===== src/hdl/cbu_regs.svh =====
// Constants for the conditional branch unit: field positions, codes, costs.
// Assumes big-endian bit naming in the encoding: position 0 is instr[31].
`ifndef CBU_REGS_SVH
`define CBU_REGS_SVH

// Field positions, expressed as little-endian indices of instr[31:0]
`define CBU_OPC_HI      31
`define CBU_OPC_LO      26
`define CBU_DSLOT_BIT   25
`define CBU_COND_HI     24
`define CBU_COND_LO     21
`define CBU_RA_HI       20
`define CBU_RA_LO       16
`define CBU_RB_HI       15
`define CBU_RB_LO       11
`define CBU_LOW_HI      10
`define CBU_IMM_HI      15

// Major opcodes
`define CBU_OPC_REG     6'h27
`define CBU_OPC_IMM     6'h2f

// Condition codes
`define CBU_COND_GE     4'h5
`define CBU_COND_GT     4'h4
`define CBU_COND_LE     4'h3

// Cycle costs
`define CBU_COST_ONE    2'h1
`define CBU_COST_SLOT   2'h2
`define CBU_COST_FULL   2'h3

// Sequential step and reset values
`define CBU_PC_STEP     32'h00000004
`define CBU_PC_RESET    32'h00000000

`endif


===== src/hdl/cbu_pkg.sv =====
// Types shared by the conditional branch unit and its surroundings.
// Assumes cbu_regs.svh is on the include path.
package cbu_pkg;

  // Stall sequencer states
  typedef enum logic [1:0] {
    CBU_IDLE = 2'b00,
    CBU_PEN1 = 2'b01,
    CBU_PEN2 = 2'b10
  } cbu_state_t;

  // Comparison kinds
  typedef enum logic [1:0] {
    CBU_CMP_NONE = 2'b00,
    CBU_CMP_GE   = 2'b01,
    CBU_CMP_GT   = 2'b10,
    CBU_CMP_LE   = 2'b11
  } cbu_cmp_t;

  // Instruction presented by decode
  typedef struct packed {
    logic        valid;
    logic [31:0] instr;
    logic [31:0] program_counter;
    logic [31:0] compare_operand_reg;
    logic [31:0] offset_reg;
    logic        prefix_valid;
    logic [15:0] prefix_hi;
    logic        predict_valid;
    logic        predict_taken;
  } cbu_issue_t;

  // Outcome handed to the PC and fetch stage
  typedef struct packed {
    logic        valid;
    logic        taken;
    logic        pc_load;
    logic [31:0] next_pc;
    logic        keep_slot;
    logic        squash_slot;
    logic        mispredict;
    logic [1:0]  cost;
  } cbu_result_t;

endpackage : cbu_pkg


===== src/hdl/cbu_branch_unit.sv =====
// Conditional branch unit: compare-with-zero branches ge, gt and le.
// Assumes decode presents one instruction per cycle, holds it while busy,
// and that issue inputs are synchronous to ref_clk.
// Limitation: equal, not-equal and less-than branches and the prefix word
// itself belong to other units; such words only raise not_branch.
// The prefix upper half must reach this unit along with the branch word.
//
// Contract
// - Greater-or-equal forms branch when operand is at least zero.
// - Greater-than forms branch only when operand is strictly above zero.
// - Less-or-equal forms branch when operand is zero or below.
// - Register form: taken loads PC plus offset register; else PC plus four.
// - Immediate form: taken loads PC plus sign-extended immediate.
// - Instruction position 6 is the delay-slot flag.
// - Flag set: the following instruction completes before the target.
// - Flag clear: following instruction is squashed; target executes next.
// - An untaken conditional branch completes in one cycle.
// - Taken with delay-slot flag set costs two cycles.
// - Taken with delay-slot flag clear costs three cycles.
// - Immediate form correctly predicted completes in one cycle.
// - Immediate form mispredicted costs three cycles.
// - Immediate offset sign-extends from sixteen to thirty-two bits.
// - A preceding immediate prefix supplies the full-width offset instead.
// - Register ge: opcode 100111, flag, condition 0101, zero low bits.
// - Register gt: opcode 100111, condition 0100 after the flag.
// - Register le: opcode 100111, flag, condition 0011.
// - Immediate ge: opcode 101111, flag, condition 0101.
// - Immediate gt: opcode 101111, flag, condition 0100.

`include "cbu_regs.svh"

module cbu_branch_unit (
  // Clock and reset
  input  wire logic                ref_clk,
  input  wire logic                resetn,
  // Instruction from decode
  input  wire cbu_pkg::cbu_issue_t issue,
  // Outcome to the PC and fetch stage
  output cbu_pkg::cbu_result_t     result,
  output logic                     busy,
  output logic                     not_branch
);

  // ----------------------------------------------------------------
  // Decode helpers
  // ----------------------------------------------------------------

  // Condition field to comparison kind, shared by both forms
  // Unknown codes map to none, which the caller turns into not_branch
  function automatic cbu_pkg::cbu_cmp_t cond_kind(
    input logic [3:0] cond,
    input logic       imm_form
  );
    cbu_pkg::cbu_cmp_t kind;
    kind = cbu_pkg::CBU_CMP_NONE;
    if (cond == `CBU_COND_GE) begin
      kind = cbu_pkg::CBU_CMP_GE;
    end else if (cond == `CBU_COND_GT) begin
      kind = cbu_pkg::CBU_CMP_GT;
    end else if (cond == `CBU_COND_LE && !imm_form) begin
      kind = cbu_pkg::CBU_CMP_LE;
    end else if (cond == `CBU_COND_LE && imm_form) begin
      kind = cbu_pkg::CBU_CMP_LE;
    end
    return kind;
  endfunction : cond_kind

  // Signed test of the operand against zero
  function automatic logic cond_met(
    input cbu_pkg::cbu_cmp_t kind,
    input logic [31:0]       value
  );
    logic neg;
    logic zero;
    logic met;
    // Sign bit and a zero test suffice; no subtractor sits in this path
    neg  = value[31];
    zero = (value == 32'h00000000);
    met  = 1'b0;
    case (kind)
      cbu_pkg::CBU_CMP_GE: begin
        met = !neg;
      end
      cbu_pkg::CBU_CMP_GT: begin
        met = !neg && !zero;
      end
      cbu_pkg::CBU_CMP_LE: begin
        met = neg || zero;
      end
      default: begin
        met = 1'b0;
      end
    endcase
    return met;
  endfunction : cond_met

  // ----------------------------------------------------------------
  // Instruction fields
  // ----------------------------------------------------------------

  logic [5:0]        opcode;
  logic              dslot;
  logic [3:0]        cond;
  logic              low_zero;
  logic              is_reg;
  logic              is_imm;
  cbu_pkg::cbu_cmp_t kind;
  logic              is_branch;
  logic              accept;

  // Field extraction
  assign opcode   = issue.instr[`CBU_OPC_HI:`CBU_OPC_LO];
  assign dslot    = issue.instr[`CBU_DSLOT_BIT];
  assign cond     = issue.instr[`CBU_COND_HI:`CBU_COND_LO];
  assign low_zero = (issue.instr[`CBU_LOW_HI:0] == 11'h000);

  // Form select; the register form insists on zero-filled low bits
  assign is_reg = (opcode == `CBU_OPC_REG) && low_zero;
  assign is_imm = (opcode == `CBU_OPC_IMM);
  assign kind   = cond_kind(cond, is_imm);

  // Only the three conditions owned here are claimed
  assign is_branch = (is_reg || is_imm) && (kind != cbu_pkg::CBU_CMP_NONE);

  // ----------------------------------------------------------------
  // Target and outcome
  // ----------------------------------------------------------------

  logic [31:0] imm_offset;
  logic [31:0] offset;
  logic [31:0] target;
  logic [31:0] seq_pc;
  logic        take;
  logic        predicted;
  logic        wrong;
  logic [1:0]  next_cost;

  // Prefix widens the offset; without it the short field sign-extends
  always_comb begin
    if (issue.prefix_valid) begin
      imm_offset = {issue.prefix_hi, issue.instr[`CBU_IMM_HI:0]};
    end else begin
      imm_offset = {{16{issue.instr[`CBU_IMM_HI]}}, issue.instr[`CBU_IMM_HI:0]};
    end
  end

  // Offset source by form
  always_comb begin
    if (is_imm) begin
      offset = imm_offset;
    end else begin
      offset = issue.offset_reg;
    end
  end

  // Adders wrap modulo 2^32, as the PC itself does
  // Both sums are formed every cycle so the choice adds no extra stage
  assign target = issue.program_counter + offset;
  assign seq_pc = issue.program_counter + `CBU_PC_STEP;
  assign take   = cond_met(kind, issue.compare_operand_reg);

  // Prediction only counts for the immediate forms; a guess that arrives
  // with a register form is ignored, since its target comes from a register
  assign predicted = is_imm && issue.predict_valid;
  assign wrong     = predicted && (issue.predict_taken != take);

  // Cost in cycles; prediction overrides the plain taken and untaken costs
  always_comb begin
    if (predicted && !wrong) begin
      next_cost = `CBU_COST_ONE;
    end else if (wrong) begin
      next_cost = `CBU_COST_FULL;
    end else if (!take) begin
      next_cost = `CBU_COST_ONE;
    end else if (dslot) begin
      next_cost = `CBU_COST_SLOT;
    end else begin
      next_cost = `CBU_COST_FULL;
    end
  end

  // ----------------------------------------------------------------
  // Stall sequencer
  // ----------------------------------------------------------------

  cbu_pkg::cbu_state_t state;
  cbu_pkg::cbu_state_t next_state;

  // A new branch is only taken while no penalty is being served
  // Words that arrive while busy are dropped, not queued: decode must hold them
  assign accept = issue.valid && is_branch && (state == cbu_pkg::CBU_IDLE);

  // Each extra cost cycle is one penalty state
  always_comb begin
    next_state = state;
    case (state)
      cbu_pkg::CBU_IDLE: begin
        if (accept && next_cost == `CBU_COST_FULL) begin
          next_state = cbu_pkg::CBU_PEN2;
        end else if (accept && next_cost == `CBU_COST_SLOT) begin
          next_state = cbu_pkg::CBU_PEN1;
        end else begin
          next_state = cbu_pkg::CBU_IDLE;
        end
      end
      cbu_pkg::CBU_PEN2: begin
        next_state = cbu_pkg::CBU_PEN1;
      end
      cbu_pkg::CBU_PEN1: begin
        next_state = cbu_pkg::CBU_IDLE;
      end
      default: begin
        next_state = cbu_pkg::CBU_IDLE;
      end
    endcase
  end

  // State register
  always_ff @(posedge ref_clk or negedge resetn) begin
    if (!resetn) begin
      state <= cbu_pkg::CBU_IDLE;
    end else begin
      state <= next_state;
    end
  end

  // Busy is registered so decode sees a clean stall
  // It follows next_state, so busy and a non-idle state always agree
  always_ff @(posedge ref_clk or negedge resetn) begin
    if (!resetn) begin
      busy <= 1'b0;
    end else begin
      busy <= (next_state != cbu_pkg::CBU_IDLE);
    end
  end

  // ----------------------------------------------------------------
  // Outcome registers
  // ----------------------------------------------------------------

  // Valid and redirect strobes last one cycle per accepted branch
  always_ff @(posedge ref_clk or negedge resetn) begin
    if (!resetn) begin
      result.valid   <= 1'b0;
      result.taken   <= 1'b0;
      result.pc_load <= 1'b0;
    end else begin
      result.valid   <= accept;
      result.taken   <= accept && take;
      result.pc_load <= accept;
    end
  end

  // Next PC holds until the following accepted branch
  // Holding it lets the PC stage pick it up late without a second strobe
  always_ff @(posedge ref_clk or negedge resetn) begin
    if (!resetn) begin
      result.next_pc <= `CBU_PC_RESET;
    end else if (accept && take) begin
      result.next_pc <= target;
    end else if (accept) begin
      result.next_pc <= seq_pc;
    end
  end

  // Delay-slot handling only matters when the branch redirects
  // An untaken branch leaves the following word alone; neither strobe fires
  always_ff @(posedge ref_clk or negedge resetn) begin
    if (!resetn) begin
      result.keep_slot   <= 1'b0;
      result.squash_slot <= 1'b0;
    end else begin
      result.keep_slot   <= accept && take && dslot;
      result.squash_slot <= accept && take && !dslot;
    end
  end

  // Cost and mispredict report; cost holds like next_pc
  // Reset shows one cycle so a monitor never reads an undefined cost
  always_ff @(posedge ref_clk or negedge resetn) begin
    if (!resetn) begin
      result.mispredict <= 1'b0;
      result.cost       <= `CBU_COST_ONE;
    end else begin
      result.mispredict <= accept && wrong;
      if (accept) begin
        result.cost <= next_cost;
      end
    end
  end

  // Flags instructions handed over that this unit does not own
  // Gated by idle like accept, so a dropped word never raises it
  always_ff @(posedge ref_clk or negedge resetn) begin
    if (!resetn) begin
      not_branch <= 1'b0;
    end else begin
      not_branch <= issue.valid && !is_branch && (state == cbu_pkg::CBU_IDLE);
    end
  end

endmodule : cbu_branch_unit


===== config.mk =====
export PLATFORM = sky130hd
export DESIGN_NAME = cbu_branch_unit
export DESIGN_NICKNAME = d
export VERILOG_FILES = /design/src/hdl/cbu_pkg.sv /design/src/hdl/cbu_branch_unit.sv
export VERILOG_INCLUDE_DIRS = /design/src /design/src/hdl
export SDC_FILE = /design/constraint.sdc
export NUM_CORES = 1
export LEC_CHECK = 0
export ABC_AREA = 0
export BUFFER_PORTS_ARGS = -buffer_cell sky130_fd_sc_hd__clkbuf_2
export CAP_MARGIN = 20
export CELL_PAD_IN_SITES_DETAIL_PLACEMENT = 2
export CELL_PAD_IN_SITES_GLOBAL_PLACEMENT = 2
export CORE_MARGIN = 4
export CORE_UTILIZATION = 28
export DETAILED_ROUTE_END_ITERATION = 8
export HOLD_SLACK_MARGIN = 0.05
export PLACE_DENSITY_LB_ADDON = 0.1
export SETUP_SLACK_MARGIN = 0.4
export SYNTH_ARGS = -nofsm -noshare
export SYNTH_HDL_FRONTEND = slang
export SYNTH_SLANG_ARGS = --single-unit
export TNS_END_PERCENT = 100

===== constraint.sdc =====
create_clock -name ref_clk -period 3.4 [get_ports ref_clk]
set_clock_uncertainty 0.15 [all_clocks]
set_input_delay 0.68 -clock ref_clk [delete_from_list [all_inputs] [get_ports ref_clk]]
set_output_delay 0.68 -clock ref_clk [all_outputs]
set_load 0.1 [all_outputs]

Word level (Yosys, flattened, before mapping)
Cells that the tools add are included.
{"block": "word_totals", "output_inout_bits": 42, "elab_cells": 72, "register_bits": 43}
{"block": "classes", "muxes": 16, "n_eq_ne": 12, "n_reduce_logical": 32, "addsub": 2}
{"cell": "$mux W32", "count": 4}
{"cell": "$add A32 B3 Y32 const B", "count": 1}
{"cell": "$add A32 B32 Y32", "count": 1}
{"cell": "$logic_not A32 Y1", "count": 1}
{"cell": "$logic_and A1 B1 Y1", "count": 18}
{"cell": "$mux W2", "count": 8}
{"cell": "$eq A6 B6 Y1 const B", "count": 2}
{"cell": "$logic_not A11 Y1", "count": 1}
{"cell": "$eq A2 B2 Y1 const B", "count": 5}
{"cell": "$eq A4 B3 Y1 const B", "count": 2}
{"cell": "$logic_not A1 Y1", "count": 6}
{"cell": "$reduce_bool A2 Y1", "count": 3}
{"cell": "$eq A4 B2 Y1 const B", "count": 1}
{"cell": "$pmux W2 S2", "count": 1}
{"cell": "$pmux W1 S3", "count": 1}
{"cell": "$eq A2 B1 Y1 const B", "count": 1}
{"cell": "$logic_not A2 Y1", "count": 1}
{"cell": "$logic_or A1 B1 Y1", "count": 2}
{"cell": "$mux W1", "count": 2}
{"cell": "$ne A1 B1 Y1", "count": 1}

Logic depth before layout (Yosys ltp)
{"block": "logic_depth", "ltp_word": 19, "depth_mapped": 15, "ltp_nobuf": 13}

Least setup slack after synthesis
No wires, ideal clock.
{"block": "synth_path", "kind": "input to register", "start": "input issue[142] (netlist name)", "end": "register result[21] (netlist name)", "required_ns": 3.128, "t_arrival_ns": 4.053, "path_stages": 15, "path_slack_ns": -0.925, "path_buffers": 2, "path_cell_list": "nand4_1 nor3b_1 clkbuf_1 buf_2 mux2_2 ha_1 fa_1 a21oi_1 o21ba_4 o31ai_2 a2111oi_4 o31ai_1 a21oi_1 mux2i_1 nand2_1"}
{"block": "synth_between", "elab_chain_len": 12, "word_cells_on_any_way": 24, "classes_between": "add/sub (1); eq/ne (5); mux (7); reduce/logical (11)"}
{"element": "start, declared", "line": "cbu_branch_unit.sv:37", "rtl": "input wire cbu_pkg::cbu_issue_t issue,"}
{"element": "branches (longest 12 deep; another with $add A32 B32 Y32)"}
{"element": "end, declared", "line": "cbu_branch_unit.sv:39", "rtl": "output cbu_pkg::cbu_result_t result,"}
Parallel ways; which one is timed is not known.
A chain may end at the register's enable or synchronous reset.

Final worst setup path
{"block": "layout_path", "start": "input issue[143] (netlist name)", "end": "register result[16] (netlist name)"}
The elaborated chain is that of the path after synthesis.

==> summary.txt <==
Global routing
  • Vias in the first global route: 6254
  • Largest net degree at the start of global routing: 68
  • First-pass GRT wire length: 33400 um
  • GRT Total Usage: 22.8%
  • Congestion Overflow GR: 0
  • Initial antenna violation count: 0

Timing
  • Final-report max-slew violation count: 0
  • Max Fclk: 257 MHz
  • Setup violators final: 23
  • Final min period: 3.88 ns
  • Final WS setup: -0.485 ns
  • RSZ-0062 raised after global routing: true
  • Slew Limit Headroom: 46.1%
  • Hold violation total from the final report: 0
  • Period utilisation layout: 114%
  • Slew @ Worst Pin: 0.807 ns

Critical path
  • Peak fanout along the critical path: 5
  • Worst EP arrival: 3.96 ns
  • CP Class: input pin to flip-flop
  • Req. time, crit path: 3.48 ns
  • CP Capture Type: flip-flop
  • Crit path launch type: input pin

Clock network
  • Clock Pin Slew Worst Setup and Hold Paths: 0.08 ns
  • Worst-skew pair later-pin latency: 0.30 ns
  • Max Root-Sink Buffers: 2
  • Root Buffer: clkbuf_16
  • CTS sink count: 43
  • CTS tree: done
  • CTS buffer count: 5
  • H-tree depth: 2

Detailed routing
  • Antenna-violating nets left: 0
  • Post-route DRC: 0
  • Vias per cell: 5.34
  • TritonRoute pass-1 iters: 4
  • Drt initial violations: 223
  • Via count: 5851
  • Wire per inst: 22.4 um
  • Routed WL: 24600 um

Synth
  • Mux cell area share after synthesis: 5.29%
  • Synth Area in Compound Gates: 25.2%
  • Main combinational cell family by area after synthesis: compound AO/OA/AOI/OAI gates
  • Main flop type after synthesis: dfrtp_1
  • EDFF count, synth: 0
  • Synth Cell Area: 4570 um2
  • Distinct cells, synth: 61
  • Async SR Flop Fraction: 100%
  • Synth Area in XOR/XNOR: 9.59%
  • Post-synthesis simple-gate area fraction: 24.0%
  • Mapped Cells: 597
  • Adder-cell share of the synthesized area: 9.21%
  • Post-synthesis sequential area ratio: 23.6%
  • Mean post-synth cell area: 7.65 um2
  • Synth Register Bits: 43
  • Ys Warns: 0
  • Net Count, Synth: 780

Finish
  • Non-filler cells, final: 1096
  • Share of cells above drive strength 1: 47.6%
  • Synth-to-Final Area Change: 62.3%
  • Antenna Cells: 0
  • Filler cell count: 1850
  • Nets@finish: 1062

Run status
  • Failing checks: negative setup slack
  • Status: complete, but fails checks

Floorplan
  • DIE AREA: 18400 um2
  • DIE HEIGHT: 136 um
  • Initial Utilization: 28.6%
  • Row cnt: 46
  • Core Region: 15900 um2
  • Top Ports: 192
  • Die Width: 136 um

Place
  • Cell total after placement: 1064
  • Gpl congestion: 0.862
  • Hpwl dp: 16900 um
  • I/O Buffers: 186

Run
  • Max Cap Viol: 0

Pwr
  • Leak: 0.00347 uW
  • Total power: 2160 uW
  • VDD IR max: 0.000183 V
  • Power per standard cell area: 291 nW/um2

Hold path
  • Min-Delay Path Class: flip-flop to flip-flop
==> sequential cells by signal, summed over array words and instances, names as in the netlist <==
name        flops
result         39
not_branch      1
state           2
busy            1
==> critical path: stages <==
cell      delay (ns)
buf_6           0.07
nand4_1         0.16
nor3b_4         0.28
buf_6           0.17
buf_12          0.12
mux2_2          0.36
ha_4            0.18
a2111o_1        0.43
buf_4           0.15
a41o_1          0.25
buf_4           0.16
a31o_1          0.20
a21o_1          0.19
a21oi_2         0.15
xnor2_1         0.15
a21oi_1         0.09
o21ai_1         0.16
==> timing repair <==
| item | in CTS | in global routing |
|---|---|---|
| gates cloned | 1 | 2 |
| setup buffers | 7 | 14 |
| hold buffers | 0 | 0 |
| setup endpoints to repair | 27 | 30 |
| resized for setup | 25 | 76 |
| pin swaps | 20 | 51 |
==> kinds of logic after synthesis <==
kind of cell / Yosys count
adders and majority gates: 33
and+or+nand+nor: 230
muxes: 22
DFF: 43
xor gates and xnor gates: 50
buffers and inverters: 34
AOI/OAI and AO/OA: 185
==> worst paths after layout <==
path                             from         end  slack (ns)  cells past startpoint
setup / recovery           issue[143]  result[16]       -0.48                     17
hold / removal               state[0]    state[0]        0.31                      1
setup reg to reg             state[1]  result[30]        1.35                      5
hold reg to reg              state[0]    state[0]        0.31                      1
max in group asynchronous      resetn  result[10]        2.32                      2
min in group asynchronous      resetn   result[2]        0.34                      2
==> cell usage after synthesis, types with 9 or more instances <==
cell type / number / area (um2)
nor4_1: 10 / 62.6
a31oi_1: 9 / 56.3
nand2_1: 69 / 259
mux2_2: 17 / 191
o21ai_0: 39 / 195
xor2_1: 21 / 184
clkbuf_1: 18 / 67.6
a21oi_1: 80 / 400
nor3_1: 13 / 65.1
xnor2_1: 29 / 254
a21o_1: 9 / 67.6
nand4_1: 12 / 75.1
nand3_1: 16 / 80.1
nor2_1: 66 / 248
dfrtp_1: 42 / 1050
ha_1: 32 / 400
==> layout by cell type (no fill, tap or decap), types with 21 or more instances in the layout <==
cell / count
xnor2_1: 25
nor2_1: 63
a21oi_1: 60
clkbuf_2: 182
nand2_1: 66
o21ai_1: 22
buf_4: 96
o21ai_0: 21
dfrtp_1: 42
xor2_1: 21
==> routing by layer <==
layer	vias to the layer above	part of all wire [%]	global-route usage [%]
li1	2729	-	-
met1	2914	40	27.7
met2	171	53	43.4
met3	37	5.0	3.12
met4	0	1.7	2.97
met5	-	0	0
==> cell type report <==
| class | count | area (um2) | share of cell area [%] |
|---|---|---|---|
| sequential | 43 | 1080 | 14.5 |
| timing repair buffer | 301 | 1980 | 26.7 |
| clock buffer | 5 | 125 | 1.69 |
| tap | 216 | 270 | 3.65 |
| multi-input combinational | 520 | 3910 | 52.7 |
| clock inverter | 3 | 25.0 | 0.338 |
| inverter | 8 | 30.0 | 0.405 |
==> stage by stage <==
| step | TNS (ns) | hold WS [ns] | util, % | setup WS (ns) | area, um2 |
|---|---|---|---|---|---|
| after CTS | -4.90 | 0.309 | 43.4 | -0.350 | 6910 |
| after global routing | -10.00 | 0.315 | 46.5 | -0.589 | 7410 |
| final | -7.45 | 0.307 | 46.5 | -0.485 | 7410 |
| after global placement | -9.69 | 0.272 | 41.1 | -0.559 | 6550 |
| after floorplan | -4.09 | 0.234 | - | -0.381 | 4730 |
| after detailed placement | -12.48 | 0.300 | 41.1 | -0.720 | 6550 |
==> power breakdown <==
part / leakage [uW] / internal (uW) / switching, uW
Sequential: 0.000591 / 529 / 10.9
Clock: 0.0000700 / 277 / 263
Combinational: 0.00281 / 462 / 616
Total: 0.00347 / 1270 / 890
Note: power is estimated with default switching activity, not from simulation.
